$ cat config.mk
export PLATFORM = sky130hd
export DESIGN_NAME = tig_irq_group
export DESIGN_NICKNAME = d
export VERILOG_FILES = /design/src/inc/tig_pkg.sv /design/src/rtl/tig_irq_group.sv
export VERILOG_INCLUDE_DIRS = /design/src /design/src/inc
export SDC_FILE = /design/constraint.sdc
export NUM_CORES = 1
export LEC_CHECK = 0
export BUFFER_PORTS_ARGS = -buffer_cell sky130_fd_sc_hd__buf_2
export CAP_MARGIN = 20
export CORE_ASPECT_RATIO = 0.5
export CORE_UTILIZATION = 57
export CTS_CLUSTER_SIZE = 8
export DETAILED_ROUTE_END_ITERATION = 7
export GPL_TIMING_DRIVEN = 0
export PLACE_DENSITY = 0.9
export SETUP_SLACK_MARGIN = 0.1
export SLEW_MARGIN = 20
export SYNTH_ARGS = -nofsm -noshare
export SYNTH_HDL_FRONTEND = slang
export SYNTH_SLANG_ARGS = --single-unit
$ cat constraint.sdc
create_clock -name i_clk -period 2.5 [get_ports i_clk]
set_input_delay 0.125 -clock i_clk [delete_from_list [all_inputs] [get_ports i_clk]]
set_output_delay 0.125 -clock i_clk [all_outputs]
set_load 0.01 [all_outputs]
$ cat src/inc/tig_regs.svh
/*
 * register map, field positions and reset values of the timer interrupt
 * group block. Assumes an 8-bit register port with byte addresses.
 */
`ifndef TIG_REGS_SVH
`define TIG_REGS_SVH

// ---------------------------------------------------------------------
// widths
// ---------------------------------------------------------------------
`define TIG_ADDR_W        32
`define TIG_DATA_W        8
`define TIG_NSRC          20
`define TIG_NMASK         16
`define TIG_NGRP          8

// ---------------------------------------------------------------------
// byte addresses
// ---------------------------------------------------------------------
`define TIG_PULSE_D_ADDR  32'h0080_0233
`define TIG_IO_A_ADDR     32'h0080_0234
`define TIG_IO_B_ADDR     32'h0080_0235
`define TIG_IO_C_ADDR     32'h0080_0236
`define TIG_MEAS_ADDR     32'h0080_0237
`define TIG_CAP_A_ADDR    32'h0080_0238
`define TIG_CAP_B_ADDR    32'h0080_0239
`define TIG_CAP_E_ADDR    32'h0080_023C

// ---------------------------------------------------------------------
// field positions inside a byte (bit 7 is the leftmost printed bit)
// ---------------------------------------------------------------------
`define TIG_PAIR_STS_LSB  4
`define TIG_PAIR_BLK_LSB  0
`define TIG_QUAD_STS_LSB  4
`define TIG_QUAD_BLK_LSB  0
`define TIG_ONE_STS_BIT   4
`define TIG_ONE_BLK_BIT   0

// ---------------------------------------------------------------------
// source indices into the status and mask vectors
// ---------------------------------------------------------------------
`define TIG_SRC_PULSE     0
`define TIG_SRC_IO        2
`define TIG_SRC_IO_B      6
`define TIG_SRC_IO_C      10
`define TIG_SRC_MEAS      12
`define TIG_SRC_CAP0      14
`define TIG_SRC_CAP3      15
`define TIG_SRC_CAPHI     16

// ---------------------------------------------------------------------
// reset values
// ---------------------------------------------------------------------
`define TIG_STS_RESET     20'h00000
`define TIG_BLK_RESET     16'h0000
`define TIG_BYTE_ZERO     8'h00
`define TIG_IRQ_RESET     8'h00

`endif

$ cat src/inc/tig_pkg.sv
/*
 * types shared by the timer interrupt group block.
 * assumes tig_regs.svh is on the include path.
 */
`default_nettype none
`include "tig_regs.svh"

package tig_pkg;

	// whole state of the block, registered in one place
	typedef struct packed {
		logic [`TIG_NSRC-1:0]   sts;   // sticky request flags
		logic [`TIG_NMASK-1:0]  blk;   // per-source block bits
		logic [`TIG_DATA_W-1:0] rdata; // read answer
		logic [`TIG_NGRP-1:0]   irq;   // group requests
	} tig_state_s;

endpackage : tig_pkg

`default_nettype wire

$ cat src/rtl/tig_irq_group.sv
/*
 * timer interrupt group status and mask registers: sticky request flags,
 * block bits and one request line per group toward the interrupt
 * controller. Assumes request inputs synchronous to i_clk, one-cycle
 * register strobes, and tig_pkg compiled first.
 */
// The plain strobed port was decided locally.
//
// Contract
// - status reads 1 after request, else 0
// - writing 0 clears status, 1 keeps
// - mask bit 0 passes, 1 blocks request
// - reserved capture mask bits read zero
// - pulse channel ten has no bits here
// - pulse 9/8 status and mask positions
// - io 3..0 status and mask layout
// - io 7..4 status and mask layout
// - io 9/8 status and mask positions
// - measure 1/0 status and mask positions
// - capture 0 status and mask positions
// - capture 3 status and mask positions
// - capture 19..16 status, lower nibble empty
// - only hardware requests set status bits
// - status records requests even while masked
`timescale 1ns/1ps
`default_nettype none
`include "tig_regs.svh"

module tig_irq_group (
	input  wire logic                   i_clk,           // 125 MHz clock
	input  wire logic                   i_arst_n,        // async reset, low
	input  wire logic                   i_ce,            // clock enable
	input  wire logic [`TIG_ADDR_W-1:0] i_addr,          // byte address
	input  wire logic [`TIG_DATA_W-1:0] i_wdata,         // write data
	input  wire logic                   i_wr,            // write strobe
	input  wire logic                   i_rd,            // read strobe
	output logic      [`TIG_DATA_W-1:0] o_rdata,         // read data
	input  wire logic [1:0]             i_pulse_req,     // pulse ch 9..8
	input  wire logic [9:0]             i_io_req,        // io ch 9..0
	input  wire logic [1:0]             i_measure_req,   // measure ch 1..0
	input  wire logic                   i_capture0_req,  // capture ch 0
	input  wire logic                   i_capture3_req,  // capture ch 3
	input  wire logic [3:0]             i_capture_hi_req,// capture 19..16
	output logic                        o_irq_pulse_89,  // pulse 8,9 group
	output logic                        o_irq_io_0_3,    // io 0..3 group
	output logic                        o_irq_io_4_7,    // io 4..7 group
	output logic                        o_irq_io_8_9,    // io 8,9 group
	output logic                        o_irq_measure,   // measure group
	output logic                        o_irq_capture0,  // capture 0
	output logic                        o_irq_capture3,  // capture 3
	output logic                        o_irq_capture_hi // capture 16..19
);

	// -----------------------------------------------------------------
	// state
	// -----------------------------------------------------------------
	tig_pkg::tig_state_s r;
	tig_pkg::tig_state_s next_r;

	logic [`TIG_NSRC-1:0] req;      // request per source
	logic [`TIG_NSRC-1:0] clr;      // clear per source from a write
	logic [`TIG_NSRC-1:0] next_sts; // sticky update per source

	// -----------------------------------------------------------------
	// request vector
	// -----------------------------------------------------------------
	// channel ten of the pulse timers is not a source of this block:
	// its lone request goes straight to the interrupt controller
	assign req = {i_capture_hi_req, i_capture3_req, i_capture0_req,
		i_measure_req, i_io_req, i_pulse_req};

	// -----------------------------------------------------------------
	// write clear decode
	// -----------------------------------------------------------------
	// a zero written at a status position clears it, a one is ignored
	always_comb begin
		clr = '0;
		if (i_wr) begin
			unique case (i_addr)
				`TIG_PULSE_D_ADDR: begin
					clr[`TIG_SRC_PULSE +: 2] =
						~i_wdata[`TIG_PAIR_STS_LSB +: 2];
				end
				`TIG_IO_A_ADDR: begin
					clr[`TIG_SRC_IO +: 4] =
						~i_wdata[`TIG_QUAD_STS_LSB +: 4];
				end
				`TIG_IO_B_ADDR: begin
					clr[`TIG_SRC_IO_B +: 4] =
						~i_wdata[`TIG_QUAD_STS_LSB +: 4];
				end
				`TIG_IO_C_ADDR: begin
					clr[`TIG_SRC_IO_C +: 2] =
						~i_wdata[`TIG_PAIR_STS_LSB +: 2];
				end
				`TIG_MEAS_ADDR: begin
					clr[`TIG_SRC_MEAS +: 2] =
						~i_wdata[`TIG_PAIR_STS_LSB +: 2];
				end
				`TIG_CAP_A_ADDR: begin
					clr[`TIG_SRC_CAP0] =
						~i_wdata[`TIG_ONE_STS_BIT];
				end
				`TIG_CAP_B_ADDR: begin
					clr[`TIG_SRC_CAP3] =
						~i_wdata[`TIG_ONE_STS_BIT];
				end
				`TIG_CAP_E_ADDR: begin
					clr[`TIG_SRC_CAPHI +: 4] =
						~i_wdata[`TIG_QUAD_STS_LSB +: 4];
				end
				default: begin
					clr = '0; // unmapped address, nothing happens
				end
			endcase
		end
	end

	// -----------------------------------------------------------------
	// sticky flags, one per source
	// -----------------------------------------------------------------
	// the request wins over a clear in the same cycle so that no event
	// is lost; masks are not consulted, so software can poll a blocked
	// channel; no write path can set a flag
	genvar g;
	generate
		for (g = 0; g < `TIG_NSRC; g = g + 1) begin : g_src
			assign next_sts[g] =
				req[g] | (r.sts[g] & ~clr[g]);
		end
	endgenerate

	// -----------------------------------------------------------------
	// next state
	// -----------------------------------------------------------------
	always_comb begin
		next_r       = r;
		next_r.sts   = next_sts;
		next_r.rdata = `TIG_BYTE_ZERO;

		// mask writes are plain stores; reserved mask positions and
		// unassigned bits are dropped on the floor
		if (i_wr) begin
			unique case (i_addr)
				`TIG_PULSE_D_ADDR: begin
					next_r.blk[`TIG_SRC_PULSE +: 2] =
						i_wdata[`TIG_PAIR_BLK_LSB +: 2];
				end
				`TIG_IO_A_ADDR: begin
					next_r.blk[`TIG_SRC_IO +: 4] =
						i_wdata[`TIG_QUAD_BLK_LSB +: 4];
				end
				`TIG_IO_B_ADDR: begin
					next_r.blk[`TIG_SRC_IO_B +: 4] =
						i_wdata[`TIG_QUAD_BLK_LSB +: 4];
				end
				`TIG_IO_C_ADDR: begin
					next_r.blk[`TIG_SRC_IO_C +: 2] =
						i_wdata[`TIG_PAIR_BLK_LSB +: 2];
				end
				`TIG_MEAS_ADDR: begin
					next_r.blk[`TIG_SRC_MEAS +: 2] =
						i_wdata[`TIG_PAIR_BLK_LSB +: 2];
				end
				`TIG_CAP_A_ADDR: begin
					// bits 2 and 1 take the write but store nothing
					next_r.blk[`TIG_SRC_CAP0] =
						i_wdata[`TIG_ONE_BLK_BIT];
				end
				`TIG_CAP_B_ADDR: begin
					// bits 3..1 take the write but store nothing
					next_r.blk[`TIG_SRC_CAP3] =
						i_wdata[`TIG_ONE_BLK_BIT];
				end
				default: begin
					next_r.blk = r.blk; // no mask at this address
				end
			endcase
		end

		// read answer shows the stored state, unassigned bits as zero
		if (i_rd) begin
			unique case (i_addr)
				`TIG_PULSE_D_ADDR: begin
					next_r.rdata = {2'h0, r.sts[`TIG_SRC_PULSE +: 2],
						2'h0, r.blk[`TIG_SRC_PULSE +: 2]};
				end
				`TIG_IO_A_ADDR: begin
					next_r.rdata = {r.sts[`TIG_SRC_IO +: 4],
						r.blk[`TIG_SRC_IO +: 4]};
				end
				`TIG_IO_B_ADDR: begin
					next_r.rdata = {r.sts[`TIG_SRC_IO_B +: 4],
						r.blk[`TIG_SRC_IO_B +: 4]};
				end
				`TIG_IO_C_ADDR: begin
					next_r.rdata = {2'h0, r.sts[`TIG_SRC_IO_C +: 2],
						2'h0, r.blk[`TIG_SRC_IO_C +: 2]};
				end
				`TIG_MEAS_ADDR: begin
					next_r.rdata = {2'h0, r.sts[`TIG_SRC_MEAS +: 2],
						2'h0, r.blk[`TIG_SRC_MEAS +: 2]};
				end
				`TIG_CAP_A_ADDR: begin
					next_r.rdata = {3'h0, r.sts[`TIG_SRC_CAP0],
						3'h0, r.blk[`TIG_SRC_CAP0]};
				end
				`TIG_CAP_B_ADDR: begin
					next_r.rdata = {3'h0, r.sts[`TIG_SRC_CAP3],
						3'h0, r.blk[`TIG_SRC_CAP3]};
				end
				`TIG_CAP_E_ADDR: begin
					next_r.rdata = {r.sts[`TIG_SRC_CAPHI +: 4],
						4'h0};
				end
				default: begin
					next_r.rdata = `TIG_BYTE_ZERO; // unmapped reads zero
				end
			endcase
		end

		// group requests come from the next flags and masks so that the
		// line moves in the same edge as the flag it depends on
		next_r.irq[0] = |(next_sts[`TIG_SRC_PULSE +: 2] &
			~next_r.blk[`TIG_SRC_PULSE +: 2]);
		next_r.irq[1] = |(next_sts[`TIG_SRC_IO +: 4] &
			~next_r.blk[`TIG_SRC_IO +: 4]);
		next_r.irq[2] = |(next_sts[`TIG_SRC_IO_B +: 4] &
			~next_r.blk[`TIG_SRC_IO_B +: 4]);
		next_r.irq[3] = |(next_sts[`TIG_SRC_IO_C +: 2] &
			~next_r.blk[`TIG_SRC_IO_C +: 2]);
		next_r.irq[4] = |(next_sts[`TIG_SRC_MEAS +: 2] &
			~next_r.blk[`TIG_SRC_MEAS +: 2]);
		next_r.irq[5] = next_sts[`TIG_SRC_CAP0] &
			~next_r.blk[`TIG_SRC_CAP0];
		next_r.irq[6] = next_sts[`TIG_SRC_CAP3] &
			~next_r.blk[`TIG_SRC_CAP3];
		// the 16..19 block bits live outside this block, so the group
		// here is left unmasked; gate it downstream if needed
		next_r.irq[7] = |next_sts[`TIG_SRC_CAPHI +: 4];
	end

	// -----------------------------------------------------------------
	// registers
	// -----------------------------------------------------------------
	// with i_ce low every flop holds, requests of that cycle included
	always_ff @(posedge i_clk or negedge i_arst_n) begin
		if (!i_arst_n) begin
			r.sts   <= `TIG_STS_RESET;
			r.blk   <= `TIG_BLK_RESET;
			r.rdata <= `TIG_BYTE_ZERO;
			r.irq   <= `TIG_IRQ_RESET;
		end else if (i_ce) begin
			r <= next_r;
		end
	end

	// -----------------------------------------------------------------
	// outputs, straight from flops
	// -----------------------------------------------------------------
	assign o_rdata          = r.rdata;
	assign o_irq_pulse_89   = r.irq[0];
	assign o_irq_io_0_3     = r.irq[1];
	assign o_irq_io_4_7     = r.irq[2];
	assign o_irq_io_8_9     = r.irq[3];
	assign o_irq_measure    = r.irq[4];
	assign o_irq_capture0   = r.irq[5];
	assign o_irq_capture3   = r.irq[6];
	assign o_irq_capture_hi = r.irq[7];

endmodule : tig_irq_group

`default_nettype wire

==> results of run 1 <==
path summary, 6_finish.rpt:
path / from / to / slack (ns)
worst max-delay path: i_addr[25] / r[16]$_DFFE_PN0P_ / 0.17
worst min-delay path: i_io_req[6] / r[40]$_DFFE_PN0P_ / 0.02
worst max register to register: r[33]$_DFFE_PN0P_ / o_rdata[5]$_DFFE_PN0P_ / 1.04
worst min register to register: o_rdata[2]$_DFFE_PN0P_ / o_rdata[2]$_DFFE_PN0P_ / 0.50
max in group asynchronous: i_arst_n / r[39]$_DFFE_PN0P_ / 1.59
min in group asynchronous: i_arst_n / r[33]$_DFFE_PN0P_ / 0.46
layout by cell type, fill, tap and decap left out, types with 3 or more instances in the layout:
| cell | instances |
|---|---|
| a21boi_0 | 4 |
| a21o_1 | 4 |
| a21oi_1 | 19 |
| a222oi_1 | 6 |
| a22o_1 | 5 |
| a22oi_1 | 10 |
| a31oi_1 | 3 |
| buf_2 | 76 |
| buf_4 | 16 |
| clkbuf_1 | 9 |
| clkbuf_8 | 6 |
| dfrtp_1 | 52 |
| inv_1 | 9 |
| mux2_2 | 19 |
| mux2_4 | 4 |
| mux2i_1 | 8 |
| nand2_1 | 23 |
| nand2b_1 | 6 |
| nand3_1 | 15 |
| nand4_1 | 3 |
| nor2_1 | 14 |
| nor2b_1 | 3 |
| nor3_4 | 4 |
| nor4_1 | 5 |
| nor4_4 | 4 |
| o21ai_0 | 13 |
| o2bb2ai_1 | 4 |
| o31ai_1 | 3 |
| o41ai_1 | 5 |
cell usage after synthesis, drive strengths merged:
| master | number | share of area |
|---|---|---|
| nor3 | 5 | 0.020 |
| o22ai | 1 | 0.0020 |
| nand3 | 17 | 0.033 |
| mux2i | 8 | 0.026 |
| a22o | 5 | 0.014 |
| nor4bb | 1 | 0.0032 |
| a31oi | 3 | 0.0060 |
| nor4b | 3 | 0.018 |
| o2bb2ai | 4 | 0.011 |
| or4 | 3 | 0.0084 |
| nand2b | 6 | 0.012 |
| a41oi | 2 | 0.0056 |
| clkbuf | 10 | 0.012 |
| or4b | 1 | 0.0032 |
| o2111ai | 2 | 0.0056 |
| a21boi | 4 | 0.0096 |
| nand4bb | 1 | 0.0036 |
| nor2b | 3 | 0.0060 |
| dfrtp | 52 | 0.42 |
| a21oi | 19 | 0.030 |
| a221o | 1 | 0.0032 |
| a211oi | 1 | 0.0024 |
| clkinv | 2 | 0.0024 |
| or3 | 2 | 0.0040 |
| nand4 | 3 | 0.0060 |
| inv | 9 | 0.011 |
| nand2 | 23 | 0.028 |
| nor2 | 14 | 0.017 |
| o21ai | 15 | 0.024 |
| a21bo | 1 | 0.0032 |
| o221ai | 3 | 0.010 |
| buf | 14 | 0.033 |
| or2 | 1 | 0.0020 |
| o41ai | 5 | 0.014 |
| o311ai | 1 | 0.0028 |
| a222oi | 6 | 0.019 |
| mux2 | 24 | 0.091 |
| o31ai | 3 | 0.0072 |
| a21o | 4 | 0.0096 |
| a22oi | 10 | 0.024 |
| o211ai | 1 | 0.0024 |
| nor4 | 9 | 0.037 |
layout make-up:
cell class	instances	area [µm²]	share of cell area
repair buffers	83	438	0.117
well taps	70	87.6	0.0233
multi-input cells	215	1650	0.440
flip-flops and latches	52	1300	0.346
clock inverters	2	10.0	0.00266
plain buffers	24	145	0.0386
clock buffers	6	82.6	0.0220
inverters	11	41.3	0.0110
worst max-delay path, delay by kind of cell:
family / cells / cell delay (ns)
muxes: 1 / 0.31
and+or+nand+nor: 5 / 1.38
buffers and inverters: 3 / 0.69
cells by family after synthesis:
group,count (synthesis)
AOI/OAI and AO/OA,91
buffers and inverters,35
DFF,52
muxes,32
and+or+nand+nor,92
flip-flops by register name, summed over array words and instances (netlist names):
signal and count:
o_irq_capture0 1, o_irq_capture3 1, r 36, o_irq_io_0_3 1
o_irq_io_8_9 1, o_rdata 8, o_irq_pulse_89 1, o_irq_io_4_7 1
o_irq_measure 1, o_irq_capture_hi 1
routing by layer:
metal	vias up	routed length, µm
li1	1331	-
met5	-	0
met3	37	1070
met1	1464	3840
met2	218	4400
met4	0	227
repair_timing:
action | 4_1_cts | 5_1_grt
hold buffers | 0 | 1
resized for setup | 1 | 6
setup buffers | 3 | 3
endpoints found under the hold margin | 0 | 52
endpoints found under the setup margin | 3 | 19
gates cloned | 0 | 0
pin swaps | 1 | 4
power breakdown:
| part | leakage, nW | switching [mW] | internal, mW |
|---|---|---|---|
| sequential | 0.595 | 0.00734 | 0.851 |
| combinational | 1.02 | 0.122 | 0.0662 |
| clock | 0.0510 | 0.286 | 0.222 |
through the flow:
| step | instance area (µm²) | utilization |
|---|---|---|
| after floorplan | 3120 | - |
| after global placement | 3590 | 0.706 |
| after detailed placement | 3590 | 0.706 |
| after CTS | 3710 | 0.730 |
| after global routing | 3760 | 0.738 |
| final | 3760 | 0.738 |
==> impl_metrics.ini, run 1 <==
[sta]
fin_ws_ns = 0.168
worst_slew_pin_slew_ns = 0.724
finalSetupViolCount = 0
whs_ns = 0.0226
max_freq_ghz = 0.429
finalCriticalPeriod_ns = 2.33
clock-skew-final_ns = 0.00621
min_period_over_period = 0.933
fin_setup_tns_ns = 0
relSlewSlack = 0.516
finalHoldViolations = 0
rsz0062_at_grt = false
maxSlewViolCount = 0

[synthesis]
yosysWarnings = 0
synth-adder-area-share = 0
synth_cell_types = 56
synth_top_family_by_area = compound AO/OA/AOI/OAI gates
synth-xor-area-share = 0
synth-simple-area-share = 0.201
synth-seq-cells = 52
synth_compound_area_frac = 0.207
yosysSeqAreaShare = 0.416
synthCells = 302
syn_area_um2 = 3120
synthMuxAreaShare = 0.117
synth_fp_nets = 367
avgSynthCellArea_um2 = 10.3

[detailed_routing]
first_pass_iters = 6
vias_per_cell = 6.59
ant_nets = 0
drt_iter0_markers = 277
drc_errors = 0
wl_per_cell_um = 20.6
drt_wl_total_um = 9540
num_vias = 3050

[critical_path]
worst_path_largest_cell_delay_ns = 0.37
reg2reg_depth = 3
cp_max_fo = 10
setup.worst_path.end_class = flop
worstPathCellList = buf_2, nor4_1, nand4_1, buf_4, clkbuf_2, nor2_1, nor4b_1, nand3_1, mux2_2
worst_setup_path_start_kind = input pin
critPathSlowestCell = nor4b_1
required_ns = 2.70
worstPathArrival_ns = 2.54
worstSetupPathType = input pin to flop

[floorplanning]
chipWidth_um = 107
io_pins = 81
start_util = 0.614
die-area_um2 = 5800
die_h_um = 54.4
core_um2 = 5090
rows = 18

[place]
place_ws_ns = -0.230
hpwlAfterDp_um = 6950
finalWeightedCongestion = 0.918
dp_cells = 448
port_buffers = 76

[power]
leakagePower_nw = 1.67
ir_drop_mv = 0.361
power_mw = 1.55
p_per_area_nw_per_um2 = 414

[layout]
drive_gt1_frac = 0.364
antenna_cells = 0
areaGrowthSynthToFinish_pct = 20.3
fin_cells = 463
nNetsFinal = 457
fillers = 387

[clocking]
cts.sinks = 52
clk_pin_slew_ns = 0.10
clock_path_buffers = 2
h-tree-depth = 2
cts_tree = yes
cts_buffers = 5
clock_latency_ns = 0.31
root_buffer = clkbuf_8

[global_routing]
antenna_found_initial = 0
met1_usage = 0.440
use_met2 = 0.567
overflow = 0
first_global_vias = 2850
grtUsageTotal = 0.338
grt_pass1_wl_um = 14300
grt_start_max_net_pins = 53
use_met3 = 0.0917
grt-busiest-layer = met2

[flow_run]
cap_viol_max_count = 0

[worst_hold_path]
whs_path_depth = 3
min_path_type = input pin to flop

[run_status]
status = finished, final reports clean
Note: power is estimated with default switching activity, not from simulation.
==> inputs of run 2 (changes only) <==
--- a/config.mk
+++ b/config.mk
@@ -6,7 +6,7 @@
 export SDC_FILE = /design/constraint.sdc
 export NUM_CORES = 1
 export LEC_CHECK = 0
-export BUFFER_PORTS_ARGS = -buffer_cell sky130_fd_sc_hd__buf_2
+export BUFFER_PORTS_ARGS = -buffer_cell sky130_fd_sc_hd__buf_4
 export CAP_MARGIN = 20
 export CORE_ASPECT_RATIO = 0.5
 export CORE_UTILIZATION = 57
@@ -14,6 +14,7 @@
 export DETAILED_ROUTE_END_ITERATION = 7
 export GPL_TIMING_DRIVEN = 0
 export PLACE_DENSITY = 0.9
+export REMOVE_ABC_BUFFERS = 1
 export SETUP_SLACK_MARGIN = 0.1
 export SLEW_MARGIN = 20
 export SYNTH_ARGS = -nofsm -noshare
==> run 2 against run 1 <==
Effect of this change:
- design area up 2.3%
- final cell count down 4.1%
- non-clock buffer count down 19
- via count down 7.1%
- sequential power about the same
- utilization up 1.7 points
- highest routed layer unchanged
- sequential share of layout area down 0.79 points
- critical path depth down 2
- count of clock-buffer cells in the layout up 1
- largest cell class unchanged
==> impl_metrics.ini, run 2 (synthesis gave the netlist of run 1 again) <==
[floorplanning]
die_h_um = 54.4
chipWidth_um = 107
core_um2 = 5090
rows = 18
io_pins = 81
start_util = 0.614
die-area_um2 = 5800

[sta]
fin_setup_tns_ns = 0
finalHoldViolations = 0
min_period_over_period = 0.918
worst_slew_pin_slew_ns = 0.744
max_freq_ghz = 0.436
finalCriticalPeriod_ns = 2.30
whs_ns = 0.0157
rsz0062_at_grt = false
maxSlewViolCount = 0
relSlewSlack = 0.502
finalSetupViolCount = 0
fin_ws_ns = 0.205
clock-skew-final_ns = 0.00284

[flow_run]
cap_viol_max_count = 0

[clocking]
root_buffer = clkbuf_8
clock_path_buffers = 2
clock_latency_ns = 0.31
cts_tree = yes
clk_pin_slew_ns = 0.09
cts_buffers = 5
h-tree-depth = 2
cts.sinks = 52

[detailed_routing]
first_pass_iters = 5
vias_per_cell = 6.38
wl_per_cell_um = 18.6
drt_wl_total_um = 8270
drt_iter0_markers = 195
drc_errors = 0
num_vias = 2832
ant_nets = 0

[layout]
final_common_cell = buf_4
regArea_um2 = 1300
drive_gt1_frac = 0.361
final_cell_mix = 85 x buf_4, 52 x dfrtp_1, 23 x nand2_1, 19 x mux2_2, 19 x a21oi_1
multi_input_comb_area_um2 = 1650
antenna_cells = 0
nNetsFinal = 438
areaGrowthSynthToFinish_pct = 23.1
largest_register_ffs = 36
fillers = 339
largest_register = r

[power]
p_int_mw = 1.17
switching_share = 0.253
p_per_area_nw_per_um2 = 408
leakagePower_nw = 1.66
seqPwrFrac = 0.546
clockPowerShare = 0.323
power_switching_mw = 0.397
ir_drop_mv = 0.266
combPwrFrac = 0.131

[critical_path]
worstPathCellList = buf_4, or4_4, or3_4, nor3_4, mux2_2, a221o_1, o221ai_1
path_buf_inv = 1
worst_path_largest_cell_delay_ns = 0.55
crit_family = simple AND/OR/NAND/NOR gates
worstPathArrival_ns = 2.52
required_ns = 2.72
worst_setup_path_start_kind = input pin
cp_max_fo = 17
worstSetupPathType = input pin to flop
setup.worst_path.end_class = flop
critPathSlowestCell = or3_4

[global_routing]
grt_start_max_net_pins = 53
overflow = 0
grtUsageTotal = 0.300
first_global_vias = 2737
antenna_found_initial = 0
grt_pass1_wl_um = 13300

[place]
place_ws_ns = -0.589
port_buffers = 80
hpwlAfterDp_um = 5700
finalWeightedCongestion = 0.879

[run_status]
status = finished, final reports clean

[worst_hold_path]
min_path_type = input pin to flop
[run 2: area by class of cell]
class                           count  share of cell area
Clock buffer                        7              0.0224
Clock inverter                      1             0.00195
Inverter                           11              0.0107
Multi-Input combinational cell    215               0.429
Sequential cell                    52               0.338
Tap cell                           70              0.0228
Timing Repair Buffer               88               0.174
[run 2: worst paths after layout]
path,start,end,slack (ns),cells after the start
worst max-delay path,i_addr[6],o_irq_io_4_7$_DFFE_PN0P_,0.20,7
worst min-delay path,i_io_req[7],r[41]$_DFFE_PN0P_,0.02,3
worst max register to register,r[16]$_DFFE_PN0P_,o_rdata[0]$_DFFE_PN0P_,1.20,3
worst min register to register,o_rdata[4]$_DFFE_PN0P_,o_rdata[4]$_DFFE_PN0P_,0.49,1
max in group asynchronous,i_arst_n,r[39]$_DFFE_PN0P_,1.65,2
min in group asynchronous,i_arst_n,o_rdata[3]$_DFFE_PN0P_,0.37,2
[run 2: power by group through the flow]
stage | Clock [mW] | Sequential [mW] | Combinational (mW)
after floorplan | 0 | 0.875 | 0.0517
after global placement | 0 | 0.873 | 0.195
after detailed placement | 0 | 0.873 | 0.200
after CTS | 0.511 | 0.857 | 0.203
after global routing | 0.536 | 0.858 | 0.223
final | 0.507 | 0.857 | 0.205
[run 2: repair_timing]
item,in CTS,in global routing
setup buffers,3,2
setup endpoints to repair,34,14
pin swaps,1,1
hold endpoints to repair,52,0
gates resized for setup,3,0
hold buffers,1,0
[run 2: tightest hold or removal path: cells and delay by family]
kind | cells | cell delay, ns
buf+inv | 1 | 0.08
simple gates | 2 | 0.09
[run 2: per-layer routing]
metal | share of wire | GRT usage | up-vias
met2 | 0.50 | 0.544 | 130
met3 | 0.070 | 0.0452 | 15
met1 | 0.41 | 0.383 | 1393
met4 | 0.013 | 0.0936 | 0
met5 | 0 | 0 | -
li1 | - | - | 1294
[run 2: per-stage QoR]
| stage | util | power (mW) | area [µm²] | cells |
|---|---|---|---|---|
| after floorplan | - | 0.926 | 2980 | 278 |
| after global placement | 0.721 | 1.07 | 3670 | 428 |
| after detailed placement | 0.726 | 1.07 | 3690 | 430 |
| after CTS | 0.753 | 1.57 | 3830 | 442 |
| after global routing | 0.756 | 1.62 | 3850 | 444 |
| final | 0.756 | 1.57 | 3850 | 444 |
==> inputs of run 3 (changes only) <==
--- a/config.mk
+++ b/config.mk
@@ -9,12 +9,12 @@
 export BUFFER_PORTS_ARGS = -buffer_cell sky130_fd_sc_hd__buf_4
 export CAP_MARGIN = 20
 export CORE_ASPECT_RATIO = 0.5
-export CORE_UTILIZATION = 57
+export CORE_UTILIZATION = 40
 export CTS_CLUSTER_SIZE = 8
 export DETAILED_ROUTE_END_ITERATION = 7
 export GPL_TIMING_DRIVEN = 0
-export PLACE_DENSITY = 0.9
-export REMOVE_ABC_BUFFERS = 1
+export PLACE_DENSITY = 0.68
+export RECOVER_POWER = 100
 export SETUP_SLACK_MARGIN = 0.1
 export SLEW_MARGIN = 20
 export SYNTH_ARGS = -nofsm -noshare
==> run 3 against run 2 <==
Effect of this change:
- sequential power about the same
- register-to-register slack lost 0.04 ns
- critical path depth grew 1
- final cell count is 9.9% higher
- non-clock buffer count up 18
- die area is 41% higher
- power rose by 18%
- first-iteration DRC count is 45% higher
- via count is 2.3% higher
- utilization fell by 22 points
- global-route usage decreased by 6.5 points
- critical endpoint is now r[38]$_DFFE_PN0P_
- largest power group unchanged
==> impl_metrics.ini, run 3 (synthesis gave the netlist of run 1 again) <==
[sta]
relSlewSlack = 0.128
clock-skew-final_ns = 0.00872
finalHoldViolations = 0
finalCriticalPeriod_ns = 2.34
min_period_over_period = 0.937
worst_slew_pin_slew_ns = 1.31
fin_ws_ns = 0.157
maxSlewViolCount = 0
fin_setup_tns_ns = 0
finalSetupViolCount = 0
rsz0062_at_grt = false
max_freq_ghz = 0.427

[critical_path]
worstSetupPathType = input pin to flop
worstPathArrival_ns = 2.50
crit_start = i_addr[6]
rrSetupSlack_ns = 1.16
reg2reg_depth = 3
r2r_start = r[44]$_DFFE_PN0P_
setup.worst_path.end_class = flop
required_ns = 2.66
cp_max_fo = 8
worstReg2RegEnd = o_rdata[4]$_DFFE_PN0P_
worst_setup_path_start_kind = input pin

[worst_hold_path]
whs_path_depth = 3
worstHoldEndpoint = r[41]$_DFFE_PN0P_
min_from = i_io_req[7]
min_path_type = input pin to flop

[detailed_routing]
first_pass_iters = 5
drt_wl_total_um = 9200
drt_iter0_markers = 283
wl_per_cell_um = 18.9
drc_errors = 0
vias_per_cell = 5.94
ant_nets = 0
num_vias = 2898

[layout]
largest_register_ffs = 36
multi_input_comb_area_um2 = 1620
nNetsFinal = 456
final_cell_mix = 69 x buf_4, 52 x dfrtp_1, 23 x nand2_1, 22 x clkbuf_1, 19 x a21oi_1
drive_gt1_frac = 0.314
fin_cells = 488
largest_register = r
areaGrowthSynthToFinish_pct = 26.7
regArea_um2 = 1300
fin_util = 0.532
antenna_cells = 0
fillers = 689
final_common_cell = buf_4

[run_status]
status = finished, final reports clean

[clocking]
cts_tree = yes
clk_pin_slew_ns = 0.07
cts_buffers = 5
h-tree-depth = 2
clock_path_buffers = 2
clock_latency_ns = 0.30
cts.sinks = 52
root_buffer = clkbuf_16

[global_routing]
grtUsageTotal = 0.235
antenna_found_initial = 0
grt_start_max_net_pins = 53
overflow = 0
grt_pass1_wl_um = 14700
first_global_vias = 2822

[place]
place_ws_ns = -0.218
port_buffers = 76
hpwlAfterDp_um = 6870
dp_cells = 474
finalWeightedCongestion = 0.910

[floorplanning]
io_pins = 81
start_util = 0.420
die_h_um = 64.5
die-area_um2 = 8190
chipWidth_um = 127
core_um2 = 7430
rows = 22

[flow_run]
cap_viol_max_count = 0

[power]
p_per_area_nw_per_um2 = 468
ir_drop_mv = 0.283
power_mw = 1.85
leakagePower_nw = 1.68
==> run 3: cell types whose count changed in the layout (fill, tap and decap cells not counted), moves of 3 or more <==
cell       change
mux2_1         +4
clkbuf_16      +5
clkbuf_4       +8
clkbuf_8       -6
mux2_4         -3
clkbuf_1      +21
buf_4         -16
==> run 3: worst max path at each step <==
stage / endpoint / slack, ns / cells past startpoint
2_1_floorplan: o_irq_io_4_7$_DFFE_PN0P_ / 0.12 / 7
3_3_place_gp: o_irq_io_4_7$_DFFE_PN0P_ / -0.20 / 8
3_5_place_dp: o_irq_io_4_7$_DFFE_PN0P_ / -0.22 / 8
4_1_cts: o_rdata[0]$_DFFE_PN0P_ / 0.13 / 9
5_1_grt: o_irq_io_0_3$_DFFE_PN0P_ / 0.06 / 10
6_report: r[38]$_DFFE_PN0P_ / 0.16 / 8
==> run 3: report_power, final <==
part	internal, mW	switching (mW)	leakage, nW
logic	0.0882	0.118	1.00
clock network	0.472	0.317	0.0808
registers	0.851	0.00712	0.595
total	1.41	0.442	1.68
==> run 3: layout make-up <==
cell class,count,share of cell area
clock buffer,6,0.0326
tap,96,0.0304
sequential,52,0.329
inverter,11,0.0104
multi-input combinational,215,0.408
buffer,24,0.0357
timing repair buffer,82,0.145
clock inverter,2,0.00885
==> run 3: metrics by stage <==
stage	cell area, µm²	hold WS (ns)
2_1_floorplan	3120	-0.171
3_3_place_gp	3810	0.193
3_5_place_dp	3810	0.210
4_1_cts	4000	0.0246
5_1_grt	3960	0.0456
6_report	3960	0.0323
==> run 3: metal layers <==
metal	vias to the layer above	wire (µm)	global-route usage
met5	-	0	0
met4	0	82	0.0446
met3	9	801	0.0462
met2	111	4330	0.374
met1	1450	3990	0.334
li1	1328	-	-
==> run 3: timing repair <==
| item | in CTS | in global routing |
|---|---|---|
| hold endpoints to repair | 52 | 0 |
| gates resized for setup | 1 | 2 |
| hold buffers | 1 | 0 |
| setup buffers | 0 | 5 |
| pin swaps | 0 | 3 |
| endpoints found under the setup margin | 1 | 13 |
==> run 3: worst max-delay path, cell delays in order <==
cell and delay (ns):
clkbuf_4 0.10, or4_1 0.52, or3_1 0.37, buf_6 0.17, nor4b_2 0.39, nand3_1 0.41
o21ai_0 0.29, o21ai_0 0.11
